[config.mk]
export PLATFORM = sky130hd
export DESIGN_NAME = rfpm_top
export DESIGN_NICKNAME = d
export VERILOG_FILES = /design/src/common/rfpm_pkg.sv /design/src/common/rfpm_filt_if.sv /design/src/hw/rfpm_top.sv /design/src/hw/rfpm_filter.sv
export VERILOG_INCLUDE_DIRS = /design/src /design/src/common
export SDC_FILE = /design/constraint.sdc
export NUM_CORES = 1
export LEC_CHECK = 0
export BUFFER_PORTS_ARGS = -buffer_cell sky130_fd_sc_hd__buf_2
export CAP_MARGIN = 30
export CORE_ASPECT_RATIO = 1.2
export CORE_UTILIZATION = 65
export DETAILED_ROUTE_END_ITERATION = 10
export GPL_TIMING_DRIVEN = 0
export PLACE_DENSITY = 0.85
export SYNTH_ARGS = -nofsm -noshare
export SYNTH_HDL_FRONTEND = slang
export SYNTH_SLANG_ARGS = --single-unit
[constraint.sdc]
create_clock -name sys_clk_i -period 50.9 [get_ports sys_clk_i]
set_clock_uncertainty 0.2 [all_clocks]
set_input_delay 7.635 -clock sys_clk_i [delete_from_list [all_inputs] [get_ports sys_clk_i]]
set_output_delay 7.635 -clock sys_clk_i [all_outputs]
set_load 0.01 [all_outputs]
[src/common/rfpm_cfg.svh]
// timing counts, codes and threshold constants for the rail fault protection manager
// Overview of operation
// [RQ1] overcurrent held 40us: power good low, tristate
// [RQ2] overcurrent masked in transition, 80us, zero target
// [RQ3] overcurrent threshold 1.3 times setting, scaled
// [RQ4] runtime setting writes keep trip threshold
// [RQ5] overvoltage detection off at zero target
// [RQ6] startup ramp uses fixed 2.45V threshold
// [RQ7] threshold target plus 350mV, floor 1.35V
// [RQ8] overvoltage after 0.5us: power good low, low
// [RQ9] hold low until below 2.1V or target
// [RQ10] after 60us ramp target down, no pulses
// [RQ11] under target minus 650mV 3us: tristate
// [RQ12] undervoltage masked in transition plus 80us
// [RQ13] trips latch until supply or enable toggle
// [RQ14] reference flag 1V, 1.5V, 2V per fault
// [RQ15] filters are restarting persistence counters
// [RQ16] comparators are synchronous bits, threshold codes
`ifndef RFPM_CFG_SVH
`define RFPM_CFG_SVH
`define RFPM_CLK_MHZ 40
`define RFPM_OC_FILT_NS 40000
`define RFPM_MASK_NS 80000
`define RFPM_OV_FILT_NS 500
`define RFPM_RAMP_DLY_NS 60000
`define RFPM_UV_FILT_NS 3000
`define RFPM_OC_CYC ((`RFPM_OC_FILT_NS * `RFPM_CLK_MHZ + 999) / 1000)
`define RFPM_MASK_CYC ((`RFPM_MASK_NS * `RFPM_CLK_MHZ + 999) / 1000)
`define RFPM_OV_CYC ((`RFPM_OV_FILT_NS * `RFPM_CLK_MHZ + 999) / 1000)
`define RFPM_RAMP_CYC ((`RFPM_RAMP_DLY_NS * `RFPM_CLK_MHZ + 999) / 1000)
`define RFPM_UV_CYC ((`RFPM_UV_FILT_NS * `RFPM_CLK_MHZ + 999) / 1000)
`define RFPM_CNT_W 12
// millivolt levels; target code is in millivolts
`define RFPM_OV_START_MV 16'd2450
`define RFPM_OV_OFS_MV 16'd350
`define RFPM_OV_FLOOR_MV 16'd1350
`define RFPM_OV_RELEASE_MV 16'd2100
`define RFPM_UV_OFS_MV 16'd650
// overcurrent scale 1.3 as 13/10
`define RFPM_OC_NUM 5'd13
`define RFPM_OC_DEN 5'd10
`define RFPM_RAMP_STEP_MV 16'h0001
`endif

[src/common/rfpm_pkg.sv]
// types shared by the rail fault protection manager
`default_nettype none
package rfpm_pkg;
  typedef enum logic [1:0] {
    RFPM_NONE = 2'b00, RFPM_OV = 2'b01, RFPM_UV = 2'b10, RFPM_OC = 2'b11
  } rfpm_fault_t;
  typedef enum logic [1:0] {
    RFPM_PWM_RUN = 2'b00, RFPM_PWM_LOW = 2'b01, RFPM_PWM_TRI = 2'b10
  } rfpm_pwm_t;
  // flag level codes on the reference output
  typedef enum logic [1:0] {
    RFPM_REF_NORMAL = 2'b00, RFPM_REF_1V0 = 2'b01, RFPM_REF_1V5 = 2'b10, RFPM_REF_2V0 = 2'b11
  } rfpm_ref_t;
endpackage
`default_nettype wire

[src/common/rfpm_filt_if.sv]
// persistence filter connection
`default_nettype none
interface rfpm_filt_if;
  logic cond;
  logic hit;
  modport ctl (output cond, input hit);
  modport flt (input cond, output hit);
endinterface
`default_nettype wire

[src/hw/rfpm_top.sv]
// fault protection manager for one output rail
`default_nettype none
`include "rfpm_cfg.svh"
module rfpm_top (
  // clock and reset
  input wire logic sys_clk_i,
  input wire logic sys_rst_i,
  // rail control
  input wire logic enable_i,
  input wire logic [15:0] voltage_target_code_i,
  input wire logic target_transition_i,
  input wire logic multi_phase_state_i,
  input wire logic [2:0] phase_count_i,
  input wire logic [11:0] max_current_setting_i,
  input wire logic pwm_pulse_i,
  // comparators
  input wire logic oc_cmp_i,
  input wire logic ov_cmp_i,
  input wire logic uv_cmp_i,
  input wire logic below_release_cmp_i,
  // thresholds to comparators
  output logic [15:0] ov_thresh_mv_o,
  output logic [15:0] uv_thresh_mv_o,
  output logic [15:0] release_thresh_mv_o,
  output logic [15:0] oc_thresh_o,
  // outputs
  output logic power_good_out_o,
  output rfpm_pkg::rfpm_pwm_t pwm_mode_o,
  output rfpm_pkg::rfpm_ref_t ref_flag_o,
  output rfpm_pkg::rfpm_fault_t fault_o,
  output logic [15:0] internal_target_mv_o
);
  import rfpm_pkg::*;

  typedef enum logic [1:0] {
    RFPM_ST_RUN = 2'b00, RFPM_ST_OVHOLD = 2'b01, RFPM_ST_SHUT = 2'b10
  } rfpm_st_t;

  localparam int OC_CYC_I = `RFPM_OC_CYC;
  localparam int OV_CYC_I = `RFPM_OV_CYC;
  localparam int UV_CYC_I = `RFPM_UV_CYC;
  localparam logic [`RFPM_CNT_W-1:0] MASK_CYC = `RFPM_CNT_W'(`RFPM_MASK_CYC);
  localparam logic [`RFPM_CNT_W-1:0] RAMP_CYC = `RFPM_CNT_W'(`RFPM_RAMP_CYC);

  function automatic logic [15:0] ov_level(input logic [15:0] tgt);
    logic [15:0] sum;
    sum = tgt + `RFPM_OV_OFS_MV;
    ov_level = (sum < `RFPM_OV_FLOOR_MV) ? `RFPM_OV_FLOOR_MV : sum; // [RQ7]
  endfunction

  rfpm_st_t st_r;
  rfpm_fault_t fault_r;
  logic en_d_r;
  logic startup_r;
  logic from_zero_r;
  logic [`RFPM_CNT_W-1:0] mask_cnt_r;
  logic [`RFPM_CNT_W-1:0] ramp_cnt_r;
  logic [15:0] oc_lim_r;
  logic oc_lim_set_r;
  logic [15:0] int_tgt_r;
  logic [18:0] oc_full;
  logic [18:0] oc_div;
  logic tgt_zero;
  logic masked;
  logic en_toggle;
  logic trip_ov;
  logic trip_uv;
  logic trip_oc;

  rfpm_filt_if oc_f();
  rfpm_filt_if ov_f();
  rfpm_filt_if uv_f();

  assign tgt_zero = (voltage_target_code_i == 16'h0000);
  assign masked = target_transition_i || (mask_cnt_r != 12'h000);
  assign en_toggle = enable_i && !en_d_r;
  assign oc_f.cond = oc_cmp_i && !masked && !tgt_zero && (st_r == RFPM_ST_RUN); // [RQ2] [RQ16]
  assign ov_f.cond = ov_cmp_i && !tgt_zero && (st_r == RFPM_ST_RUN); // [RQ5] [RQ16]
  assign uv_f.cond = uv_cmp_i && !masked && (st_r == RFPM_ST_RUN); // [RQ12] [RQ16]
  assign trip_ov = ov_f.hit;
  assign trip_uv = uv_f.hit && !trip_ov;
  assign trip_oc = oc_f.hit && !trip_ov && !uv_f.hit;

  rfpm_filter #(.CYCLES(`RFPM_CNT_W'(OC_CYC_I))) u_oc_filt (
    .sys_clk_i(sys_clk_i), .sys_rst_i(sys_rst_i || en_toggle), .f(oc_f)); // [RQ1]
  rfpm_filter #(.CYCLES(`RFPM_CNT_W'(OV_CYC_I))) u_ov_filt (
    .sys_clk_i(sys_clk_i), .sys_rst_i(sys_rst_i || en_toggle), .f(ov_f)); // [RQ8]
  rfpm_filter #(.CYCLES(`RFPM_CNT_W'(UV_CYC_I))) u_uv_filt (
    .sys_clk_i(sys_clk_i), .sys_rst_i(sys_rst_i || en_toggle), .f(uv_f)); // [RQ11]

  always_ff @(posedge sys_clk_i) begin
    if (sys_rst_i) begin
      en_d_r <= 1'b0;
    end else begin
      en_d_r <= enable_i;
    end
  end

  // mask window after transition settles
  always_ff @(posedge sys_clk_i) begin
    if (sys_rst_i || target_transition_i) begin
      mask_cnt_r <= MASK_CYC; // [RQ2] [RQ12]
    end else if (mask_cnt_r != 12'h000) begin
      mask_cnt_r <= mask_cnt_r - 12'h001;
    end
  end

  // startup ramp from zero until first pulse after settling
  always_ff @(posedge sys_clk_i) begin
    if (sys_rst_i) begin
      startup_r <= 1'b0;
    end else if (tgt_zero) begin
      startup_r <= 1'b1; // [RQ6]
    end else if (startup_r && !target_transition_i && pwm_pulse_i) begin
      startup_r <= 1'b0;
    end
  end

  // overcurrent limit captured once per enable; later writes ignored
  assign oc_full = 19'(max_current_setting_i) * 19'(`RFPM_OC_NUM);
  assign oc_div = oc_full / 19'(`RFPM_OC_DEN);
  always_ff @(posedge sys_clk_i) begin
    if (sys_rst_i || en_toggle) begin
      oc_lim_set_r <= 1'b0;
      oc_lim_r <= 16'h0000;
    end else if (!oc_lim_set_r) begin
      oc_lim_set_r <= 1'b1; // [RQ4]
      oc_lim_r <= oc_div[15:0]; // [RQ3]
    end
  end

  // fault latch and action state
  always_ff @(posedge sys_clk_i) begin
    if (sys_rst_i || en_toggle) begin
      st_r <= RFPM_ST_RUN; // [RQ13]
      fault_r <= RFPM_NONE;
      from_zero_r <= 1'b0;
    end else begin
      case (st_r)
        RFPM_ST_RUN: begin
          if (trip_ov) begin
            st_r <= RFPM_ST_OVHOLD; // [RQ8]
            fault_r <= RFPM_OV;
            from_zero_r <= startup_r;
          end else if (trip_uv) begin
            st_r <= RFPM_ST_SHUT; // [RQ11]
            fault_r <= RFPM_UV;
          end else if (trip_oc) begin
            st_r <= RFPM_ST_SHUT; // [RQ1]
            fault_r <= RFPM_OC;
          end
        end
        RFPM_ST_OVHOLD: begin
          if (below_release_cmp_i) begin
            st_r <= RFPM_ST_SHUT; // [RQ9]
          end
        end
        RFPM_ST_SHUT: st_r <= RFPM_ST_SHUT; // [RQ13]
        default: st_r <= RFPM_ST_RUN;
      endcase
    end
  end

  // ramp of internal target after overvoltage
  always_ff @(posedge sys_clk_i) begin
    if (sys_rst_i || en_toggle || fault_r != RFPM_OV) begin
      ramp_cnt_r <= 12'h000;
    end else if (ramp_cnt_r != RAMP_CYC) begin
      ramp_cnt_r <= ramp_cnt_r + 12'h001;
    end
  end

  always_ff @(posedge sys_clk_i) begin
    if (sys_rst_i) begin
      int_tgt_r <= 16'h0000;
    end else if (fault_r == RFPM_OV && ramp_cnt_r == RAMP_CYC) begin
      if (int_tgt_r != 16'h0000) begin
        int_tgt_r <= int_tgt_r - `RFPM_RAMP_STEP_MV; // [RQ10]
      end
    end else if (fault_r == RFPM_NONE) begin
      int_tgt_r <= voltage_target_code_i;
    end
  end

  // registered outputs
  always_ff @(posedge sys_clk_i) begin
    if (sys_rst_i) begin
      power_good_out_o <= 1'b0;
      pwm_mode_o <= RFPM_PWM_TRI;
      ref_flag_o <= RFPM_REF_NORMAL;
      fault_o <= RFPM_NONE;
      ov_thresh_mv_o <= `RFPM_OV_START_MV;
      uv_thresh_mv_o <= 16'h0000;
      release_thresh_mv_o <= `RFPM_OV_RELEASE_MV;
      oc_thresh_o <= 16'h0000;
      internal_target_mv_o <= 16'h0000;
    end else begin
      power_good_out_o <= (fault_r == RFPM_NONE) && enable_i && !trip_ov && !trip_uv
                          && !trip_oc; // [RQ1] [RQ8] [RQ11]
      if (trip_ov || st_r == RFPM_ST_OVHOLD) begin
        pwm_mode_o <= RFPM_PWM_LOW; // [RQ8] [RQ9]
      end else if (trip_uv || trip_oc || st_r == RFPM_ST_SHUT) begin
        pwm_mode_o <= RFPM_PWM_TRI; // [RQ1] [RQ10] [RQ11]
      end else begin
        pwm_mode_o <= RFPM_PWM_RUN;
      end
      case (fault_r)
        RFPM_OV: ref_flag_o <= RFPM_REF_1V0; // [RQ14]
        RFPM_UV: ref_flag_o <= RFPM_REF_1V5;
        RFPM_OC: ref_flag_o <= RFPM_REF_2V0;
        default: ref_flag_o <= RFPM_REF_NORMAL;
      endcase
      fault_o <= fault_r;
      ov_thresh_mv_o <= startup_r ? `RFPM_OV_START_MV : ov_level(voltage_target_code_i); // [RQ6]
      uv_thresh_mv_o <= (voltage_target_code_i > `RFPM_UV_OFS_MV) ?
                        voltage_target_code_i - `RFPM_UV_OFS_MV : 16'h0000; // [RQ11]
      release_thresh_mv_o <= from_zero_r ? `RFPM_OV_RELEASE_MV : int_tgt_r; // [RQ9]
      oc_thresh_o <= (multi_phase_state_i || phase_count_i == 3'h0) ? oc_lim_r :
                     oc_lim_r / 16'(phase_count_i); // [RQ3]
      internal_target_mv_o <= int_tgt_r;
    end
  end
endmodule // rfpm_top
`default_nettype wire

[src/hw/rfpm_filter.sv]
// persistence counter: hit once cond has held for cycles
`default_nettype none
`include "rfpm_cfg.svh"
module rfpm_filter #(
  parameter logic [`RFPM_CNT_W-1:0] CYCLES = 12'h001
) (
  input wire logic sys_clk_i,
  input wire logic sys_rst_i,
  rfpm_filt_if.flt f
);
  logic [`RFPM_CNT_W-1:0] cnt_r;
  always_ff @(posedge sys_clk_i) begin
    if (sys_rst_i || !f.cond) begin
      cnt_r <= 12'h000; // [RQ15]
    end else if (cnt_r != CYCLES) begin
      cnt_r <= cnt_r + 12'h001;
    end
  end
  assign f.hit = f.cond && (cnt_r == CYCLES - 12'h001 || cnt_r == CYCLES);
endmodule // rfpm_filter
`default_nettype wire

==> flow_metrics.env, run 1 <==
export IMPL_worst_r2r_setup_slack_ns=23.82
export IMPL_timing_max_cap_violations=0
export IMPL_synth_seq_area_share_pct=21.7
export IMPL_die_width_um=150
export IMPL_worstSetupStartpoint="phase_count_i[0]"
export IMPL_grt_pass1_wl_um=78200
export IMPL_yosys_area_top_type="dfxtp_1"
export IMPL_detailed_place_hpwl_um=36500
export IMPL_min_delay_path_class="flop to flop"
export IMPL_report_final_setup_viol=0
export IMPL_worst_skew_pair_late_latency_ns=0.43
export IMPL_fmax_ghz=0.0290
export IMPL_die_height_um=179
export IMPL_status="finished clean"
export IMPL_drtIter0Drc=1512
export IMPL_clock_root_buffer="clkbuf_16"
export IMPL_num_vias=18200
export IMPL_post_route_cells_drive_above_1_share_pct=11.1
export IMPL_ios=128
export IMPL_netlist_area_mm2=0.0170
export IMPL_areaGrowthSynthToFinish_pct=9.74
export IMPL_worstRegToRegCells=108
export IMPL_initial_utilization_pct=66.5
export IMPL_post_synth_num_cell_types=123
export IMPL_final_period_utilization_pct=67.7
export IMPL_worstSetupEndpointType="flop"
export IMPL_slowest_stage="or4_4"
export IMPL_antenna_left=0
export IMPL_startpoint_type="primary input"
export IMPL_final_common_cell="nor2_1"
export IMPL_layout_common_cells="nor2_1, dfxtp_1, nand2_1, buf_2, a21oi_1"
export IMPL_max_slew_margin_pct=30.9
export IMPL_place_congestion=0.939
export IMPL_synthDominantCellAreaShare_pct=21.7
export IMPL_worstReg2RegStart="oc_lim_r[12]"
export IMPL_cts_setup_buffers=0
export IMPL_tns_ns=0
export IMPL_wl_um=48100
export IMPL_final_hold_violation_count=0
export IMPL_tritoncts="yes"
export IMPL_timing_rr_end="oc_thresh_o[0]"
export IMPL_holdBufCountCts=0
export IMPL_yosys_most_used_dff="dfxtp_1"
export IMPL_worstSetupEndpoint="oc_thresh_o[0]"
export IMPL_worst_slew_pin_slew_ns=1.03
export IMPL_clk_path_buf_depth=2
export IMPL_placement_io_buffers=118
export IMPL_row_count=64
export IMPL_postCtsResizedCells=0
export IMPL_finalMaxSlewViolations=0
export IMPL_grt_use_total_pct=35.1
export IMPL_critPathMaxFanout=14
export IMPL_synth_edf_count=0
export IMPL_grt_overflow=0
export IMPL_synth_warning_count=0
export IMPL_cp_data_arrival_time_ns=34.59
export IMPL_route_detailed_wl_per_inst_um=17.3
export IMPL_iteration_count_of_the_initial_detailed_routing_pass=6
export IMPL_cts_buffers=17
export IMPL_worst_path_largest_cell_delay_ns=0.60
export IMPL_cts_htree_levels=4
export IMPL_nets_final=2579
export IMPL_post_route_min_period_ns=34.48
export IMPL_synth_top_cells_by_area="dfxtp_1, ha_1, nor2_1"
export IMPL_async_flop_share_pct=0
export IMPL_number_of_global_route_vias_before_repair=16800
export IMPL_area_enclosed_by_the_die_boundary_mm2=0.0268
export IMPL_regArea_mm2=0.00368
export IMPL_pin_count_of_the_biggest_net_entering_global_routing=20
export IMPL_clkTransAtPathRegs_ns=0.07
export IMPL_fillerInstances=2061
export IMPL_routed_via_density=6.56
export IMPL_antenna_found_initial=0
export IMPL_drcViolationCount=0
export IMPL_grt_setup_unrepaired="no"
export IMPL_core_area_mm2=0.0255
export IMPL_timing_critical_path_required_ns=51.01
export IMPL_cts_num_sinks=184
export IMPL_timing_worst_setup_path_type="primary input to flop"
export IMPL_multi_input_comb_area_mm2=0.0124
export IMPL_syn_avg_cell_area_um2=7.40
export IMPL_syn_inst=2296
export IMPL_synth_seq_cells=184
[cell usage after synthesis (24+ instances only)]
library cell and n:
nor2_1 297, dfxtp_1 184, nand2_1 167, a21oi_1 126, inv_1 112, nor3_1 111
o21ai_0 111, nand3_1 95, ha_1 93, clkbuf_1 80, xnor2_1 74, a211oi_1 47
xor2_1 45, or3_1 37, nor2b_1 35, o21a_1 35, a31oi_1 32, and3_1 31
nor4_1 30, or2_2 27, nand4_1 26, o211ai_1 26, a21o_1 25, and2_1 24
[cell type report]
type                       count  area share (%)
sequential                   184            19.8
antenna                        1          0.0134
buffer                       107            2.36
multi-input combinational   1894            66.8
clock buffer                  17            2.28
timing repair buffer         118            3.17
clock inverter                15            1.13
tap                          330            2.22
inverter                     114            2.30
[worst min path at each step]
stage,slack [ns],cells after the start,end,from
global route,0.32,2,mask_cnt_r[10],mask_cnt_r[10]
CTS,0.29,2,mask_cnt_r[10],mask_cnt_r[10]
finish,0.30,2,mask_cnt_r[10],mask_cnt_r[10]
floorplan,0.25,2,from_zero_r,startup_r
global placement,0.26,2,mask_cnt_r[10],mask_cnt_r[10]
detailed placement,0.27,2,mask_cnt_r[10],mask_cnt_r[10]
[through the flow]
stage | instance area (µm²) | std cells | util (%) | setup WS, ns | hold slack, ns
3_3_place_gp | 18000 | 2747 | 70.5 | 17.01 | 0.262
6_report | 18600 | 2780 | 73.0 | 16.42 | 0.296
2_1_floorplan | 17000 | 2299 | - | 20.35 | 0.250
3_5_place_dp | 18000 | 2747 | 70.5 | 16.42 | 0.271
5_1_grt | 18600 | 2779 | 73.0 | 14.41 | 0.322
4_1_cts | 18600 | 2779 | 73.0 | 16.74 | 0.291
[critical path: cells and delay by family]
family | cells | cell delay [ns]
compound gates | 39 | 8.31
simple gates | 40 | 10.67
mux | 7 | 2.09
fa+ha+maj | 13 | 3.97
buf+inv | 10 | 1.87
[cell families after synthesis]
group	Yosys count	synth area share [%]
flops	184	21.7
xor+xnor	120	6.23
fa+ha+maj	105	8.09
buf+inv	221	5.11
compound gates	645	27.2
other cells	1	0.0221
simple gates	987	29.5
mux	33	2.11
[flip-flops by register name (all words and copies together) (netlist names)]
signal                flops
fault_o                   2
u_uv_filt.cnt_r          12
oc_thresh_o              16
u_ov_filt.cnt_r          12
ramp_cnt_r               12
startup_r                 1
u_oc_filt.cnt_r          12
internal_target_mv_o     16
ov_thresh_mv_o           16
from_zero_r               1
mask_cnt_r               12
oc_lim_r                 13
release_thresh_mv_o      16
ref_flag_o                2
fault_r                   2
st_r                      2
uv_thresh_mv_o           16
en_d_r                    1
int_tgt_r                16
pwm_mode_o                2
power_good_out_o          1
oc_lim_set_r              1
[per-layer routing]
| metal | vias up | GRT usage [%] | part of all wire (%) |
|---|---|---|---|
| met3 | 152 | 5.06 | 6.4 |
| met5 | - | 0 | 0 |
| met2 | 794 | 62.6 | 49 |
| met4 | 0 | 14.4 | 3.3 |
| met1 | 8541 | 41.6 | 41 |
| li1 | 8761 | - | - |
Power of run 1 is not shown: default switching activity piles up to over one toggle a cycle in this logic, so the estimate is an artifact.
==> run 2, diff against run 1 <==
--- a/config.mk
+++ b/config.mk
@@ -9,10 +9,10 @@
 export BUFFER_PORTS_ARGS = -buffer_cell sky130_fd_sc_hd__buf_2
 export CAP_MARGIN = 30
 export CORE_ASPECT_RATIO = 1.2
-export CORE_UTILIZATION = 65
+export CORE_UTILIZATION = 62
 export DETAILED_ROUTE_END_ITERATION = 10
 export GPL_TIMING_DRIVEN = 0
-export PLACE_DENSITY = 0.85
+export PLACE_DENSITY = 0.82
 export SYNTH_ARGS = -nofsm -noshare
 export SYNTH_HDL_FRONTEND = slang
 export SYNTH_SLANG_ARGS = --single-unit
==> constraint.sdc (replaced) <==
create_clock -name sys_clk_i -period 34.2 [get_ports sys_clk_i]
set_clock_uncertainty 0.2 [all_clocks]
set_input_delay 5.13 -clock sys_clk_i [delete_from_list [all_inputs] [get_ports sys_clk_i]]
set_output_delay 5.13 -clock sys_clk_i [all_outputs]
set_load 0.01 [all_outputs]
==> run 2 against run 1 <==
  * Final cell count grew 0.65%
  * Die area is 4.8% higher
  * Global-route usage down 1.9 points
  * Core utilization is 3.7 points lower
  * Critical path type unchanged
  * Worst hold slack improved by 0.0076 ns
  * Non-clock buffer count rose by 9
  * Critical path depth did not move
  * Routed wire length down 0.90%
==> flow_metrics.env, run 2 (synthesized netlist as in run 1, its figures left out) <==
export IMPL_cts_htree_levels=4
export IMPL_grt_pass1_wl_um=78200
export IMPL_worstSetupEndpointType="flop"
export IMPL_postLayoutCellArea_mm2=0.0187
export IMPL_worst_slew_pin_slew_ns=1.09
export IMPL_finalMaxSlewViolations=0
export IMPL_row_count=66
export IMPL_cts_buffers=17
export IMPL_nets_final=2588
export IMPL_antenna_diode_count=0
export IMPL_critPathMaxFanout=15
export IMPL_grt_overflow=0
export IMPL_die_height_um=183
export IMPL_cp_data_arrival_time_ns=31.89
export IMPL_worstReg2RegStart="oc_lim_r[12]"
export IMPL_post_route_util_pct=69.3
export IMPL_min_delay_path_class="flop to flop"
export IMPL_clk_path_buf_depth=2
export IMPL_status="finished clean"
export IMPL_areaGrowthSynthToFinish_pct=10.1
export IMPL_pin_count_of_the_biggest_net_entering_global_routing=19
export IMPL_final_common_cell="nor2_1"
export IMPL_final_setup_worst_slack_ns=2.42
export IMPL_antenna_found_initial=0
export IMPL_drtIter0Drc=1398
export IMPL_tritoncts="yes"
export IMPL_grt_use_total_pct=33.2
export IMPL_wl_um=47700
export IMPL_post_route_cells_drive_above_1_share_pct=11.5
export IMPL_timing_critical_path_required_ns=34.32
export IMPL_timing_rr_end="oc_thresh_o[0]"
export IMPL_timing_hold_worst_path_depth=1
export IMPL_antenna_left=0
export IMPL_placement_io_buffers=118
export IMPL_worstRegToRegCells=108
export IMPL_core_area_mm2=0.0270
export IMPL_initial_utilization_pct=62.9
export IMPL_worstHoldEndpoint="internal_target_mv_o[8]"
export IMPL_holdBufCountCts=0
export IMPL_tns_ns=0
export IMPL_final_period_utilization_pct=92.9
export IMPL_pre_cts_slack_ns=1.94
export IMPL_clock_root_buffer="clkbuf_16"
export IMPL_slowest_stage="or4_4"
export IMPL_min_delay_start="int_tgt_r[8]"
export IMPL_place_congestion=0.960
export IMPL_cts_num_sinks=184
export IMPL_timing_max_cap_violations=0
export IMPL_routed_via_density=6.47
export IMPL_number_of_global_route_vias_before_repair=16700
export IMPL_route_detailed_wl_per_inst_um=17.0
export IMPL_worst_skew_pair_late_latency_ns=0.45
export IMPL_drcViolationCount=0
export IMPL_fillerInstances=2318
export IMPL_ios=128
export IMPL_grt_setup_unrepaired="no"
export IMPL_fmax_ghz=0.0315
export IMPL_num_vias=18100
export IMPL_iteration_count_of_the_initial_detailed_routing_pass=5
export IMPL_timing_worst_setup_path_type="primary input to flop"
export IMPL_clkTransAtPathRegs_ns=0.07
export IMPL_layout_common_cells="nor2_1, dfxtp_1, nand2_1, buf_2, a21oi_1"
export IMPL_die_width_um=153
export IMPL_final_hold_violation_count=0
export IMPL_startpoint_type="primary input"
export IMPL_area_enclosed_by_the_die_boundary_mm2=0.0281
export IMPL_detailed_place_hpwl_um=36200
export IMPL_max_slew_margin_pct=26.3
export IMPL_postPlaceCellArea_mm2=0.0180
export IMPL_post_route_min_period_ns=31.78
export IMPL_worst_path_largest_cell_delay_ns=0.59
export IMPL_report_final_setup_viol=0
export IMPL_worst_r2r_setup_slack_ns=7.10
## run 2: worst max-delay path: cells and delay by family
kind                       cells  cell delay (ns)
AOI/OAI and AO/OA             41             8.67
and+or+nand+nor               38            10.01
adders and majority gates     13             4.17
buffers and inverters         11             1.98
muxes                          6             1.88
## run 2: area by class of cell
| cell class | instances | area (µm²) | share of cell area (%) |
|---|---|---|---|
| clock inverter | 13 | 155 | 0.830 |
| timing repair buffer | 127 | 658 | 3.52 |
| tap | 340 | 425 | 2.27 |
| buffer | 107 | 440 | 2.36 |
| inverter | 114 | 432 | 2.31 |
| multi-input combinational | 1894 | 12500 | 66.6 |
| clock buffer | 19 | 443 | 2.37 |
| sequential | 184 | 3680 | 19.7 |
## run 2: worst max path at each step
| stage | from | end | slack (ns) | cells after the start |
|---|---|---|---|---|
| finish | phase_count_i[1] | oc_thresh_o[0] | 2.42 | 109 |
| global route | phase_count_i[1] | oc_thresh_o[0] | 0.09 | 109 |
| CTS | phase_count_i[0] | oc_thresh_o[0] | 2.28 | 109 |
| detailed placement | phase_count_i[0] | oc_thresh_o[0] | 1.94 | 109 |
| global placement | phase_count_i[0] | oc_thresh_o[0] | 2.56 | 109 |
| floorplan | phase_count_i[0] | oc_thresh_o[0] | 6.16 | 108 |
## run 2: stage by stage
stage,instances,hold slack [ns]
2_1_floorplan,2299,0.250
4_1_cts,2789,0.302
3_5_place_dp,2757,0.294
6_report,2798,0.303
5_1_grt,2798,0.316
3_3_place_gp,2757,0.263
## run 2: metal layers
metal	vias to the layer above	share of wire, %	global-route usage, %
li1	8786	-	-
met1	8486	42	40.0
met2	708	49	59.9
met3	124	5.3	3.62
met4	0	3.3	13.3
met5	-	0	0
## run 2: timing repair
| action | in CTS | in global routing |
|---|---|---|
| setup endpoints to repair | 0 | 1 |
| buffers inserted | 0 | 9 |
| gates resized for setup | 0 | 4 |
Power of run 2 is left out for the same reason.
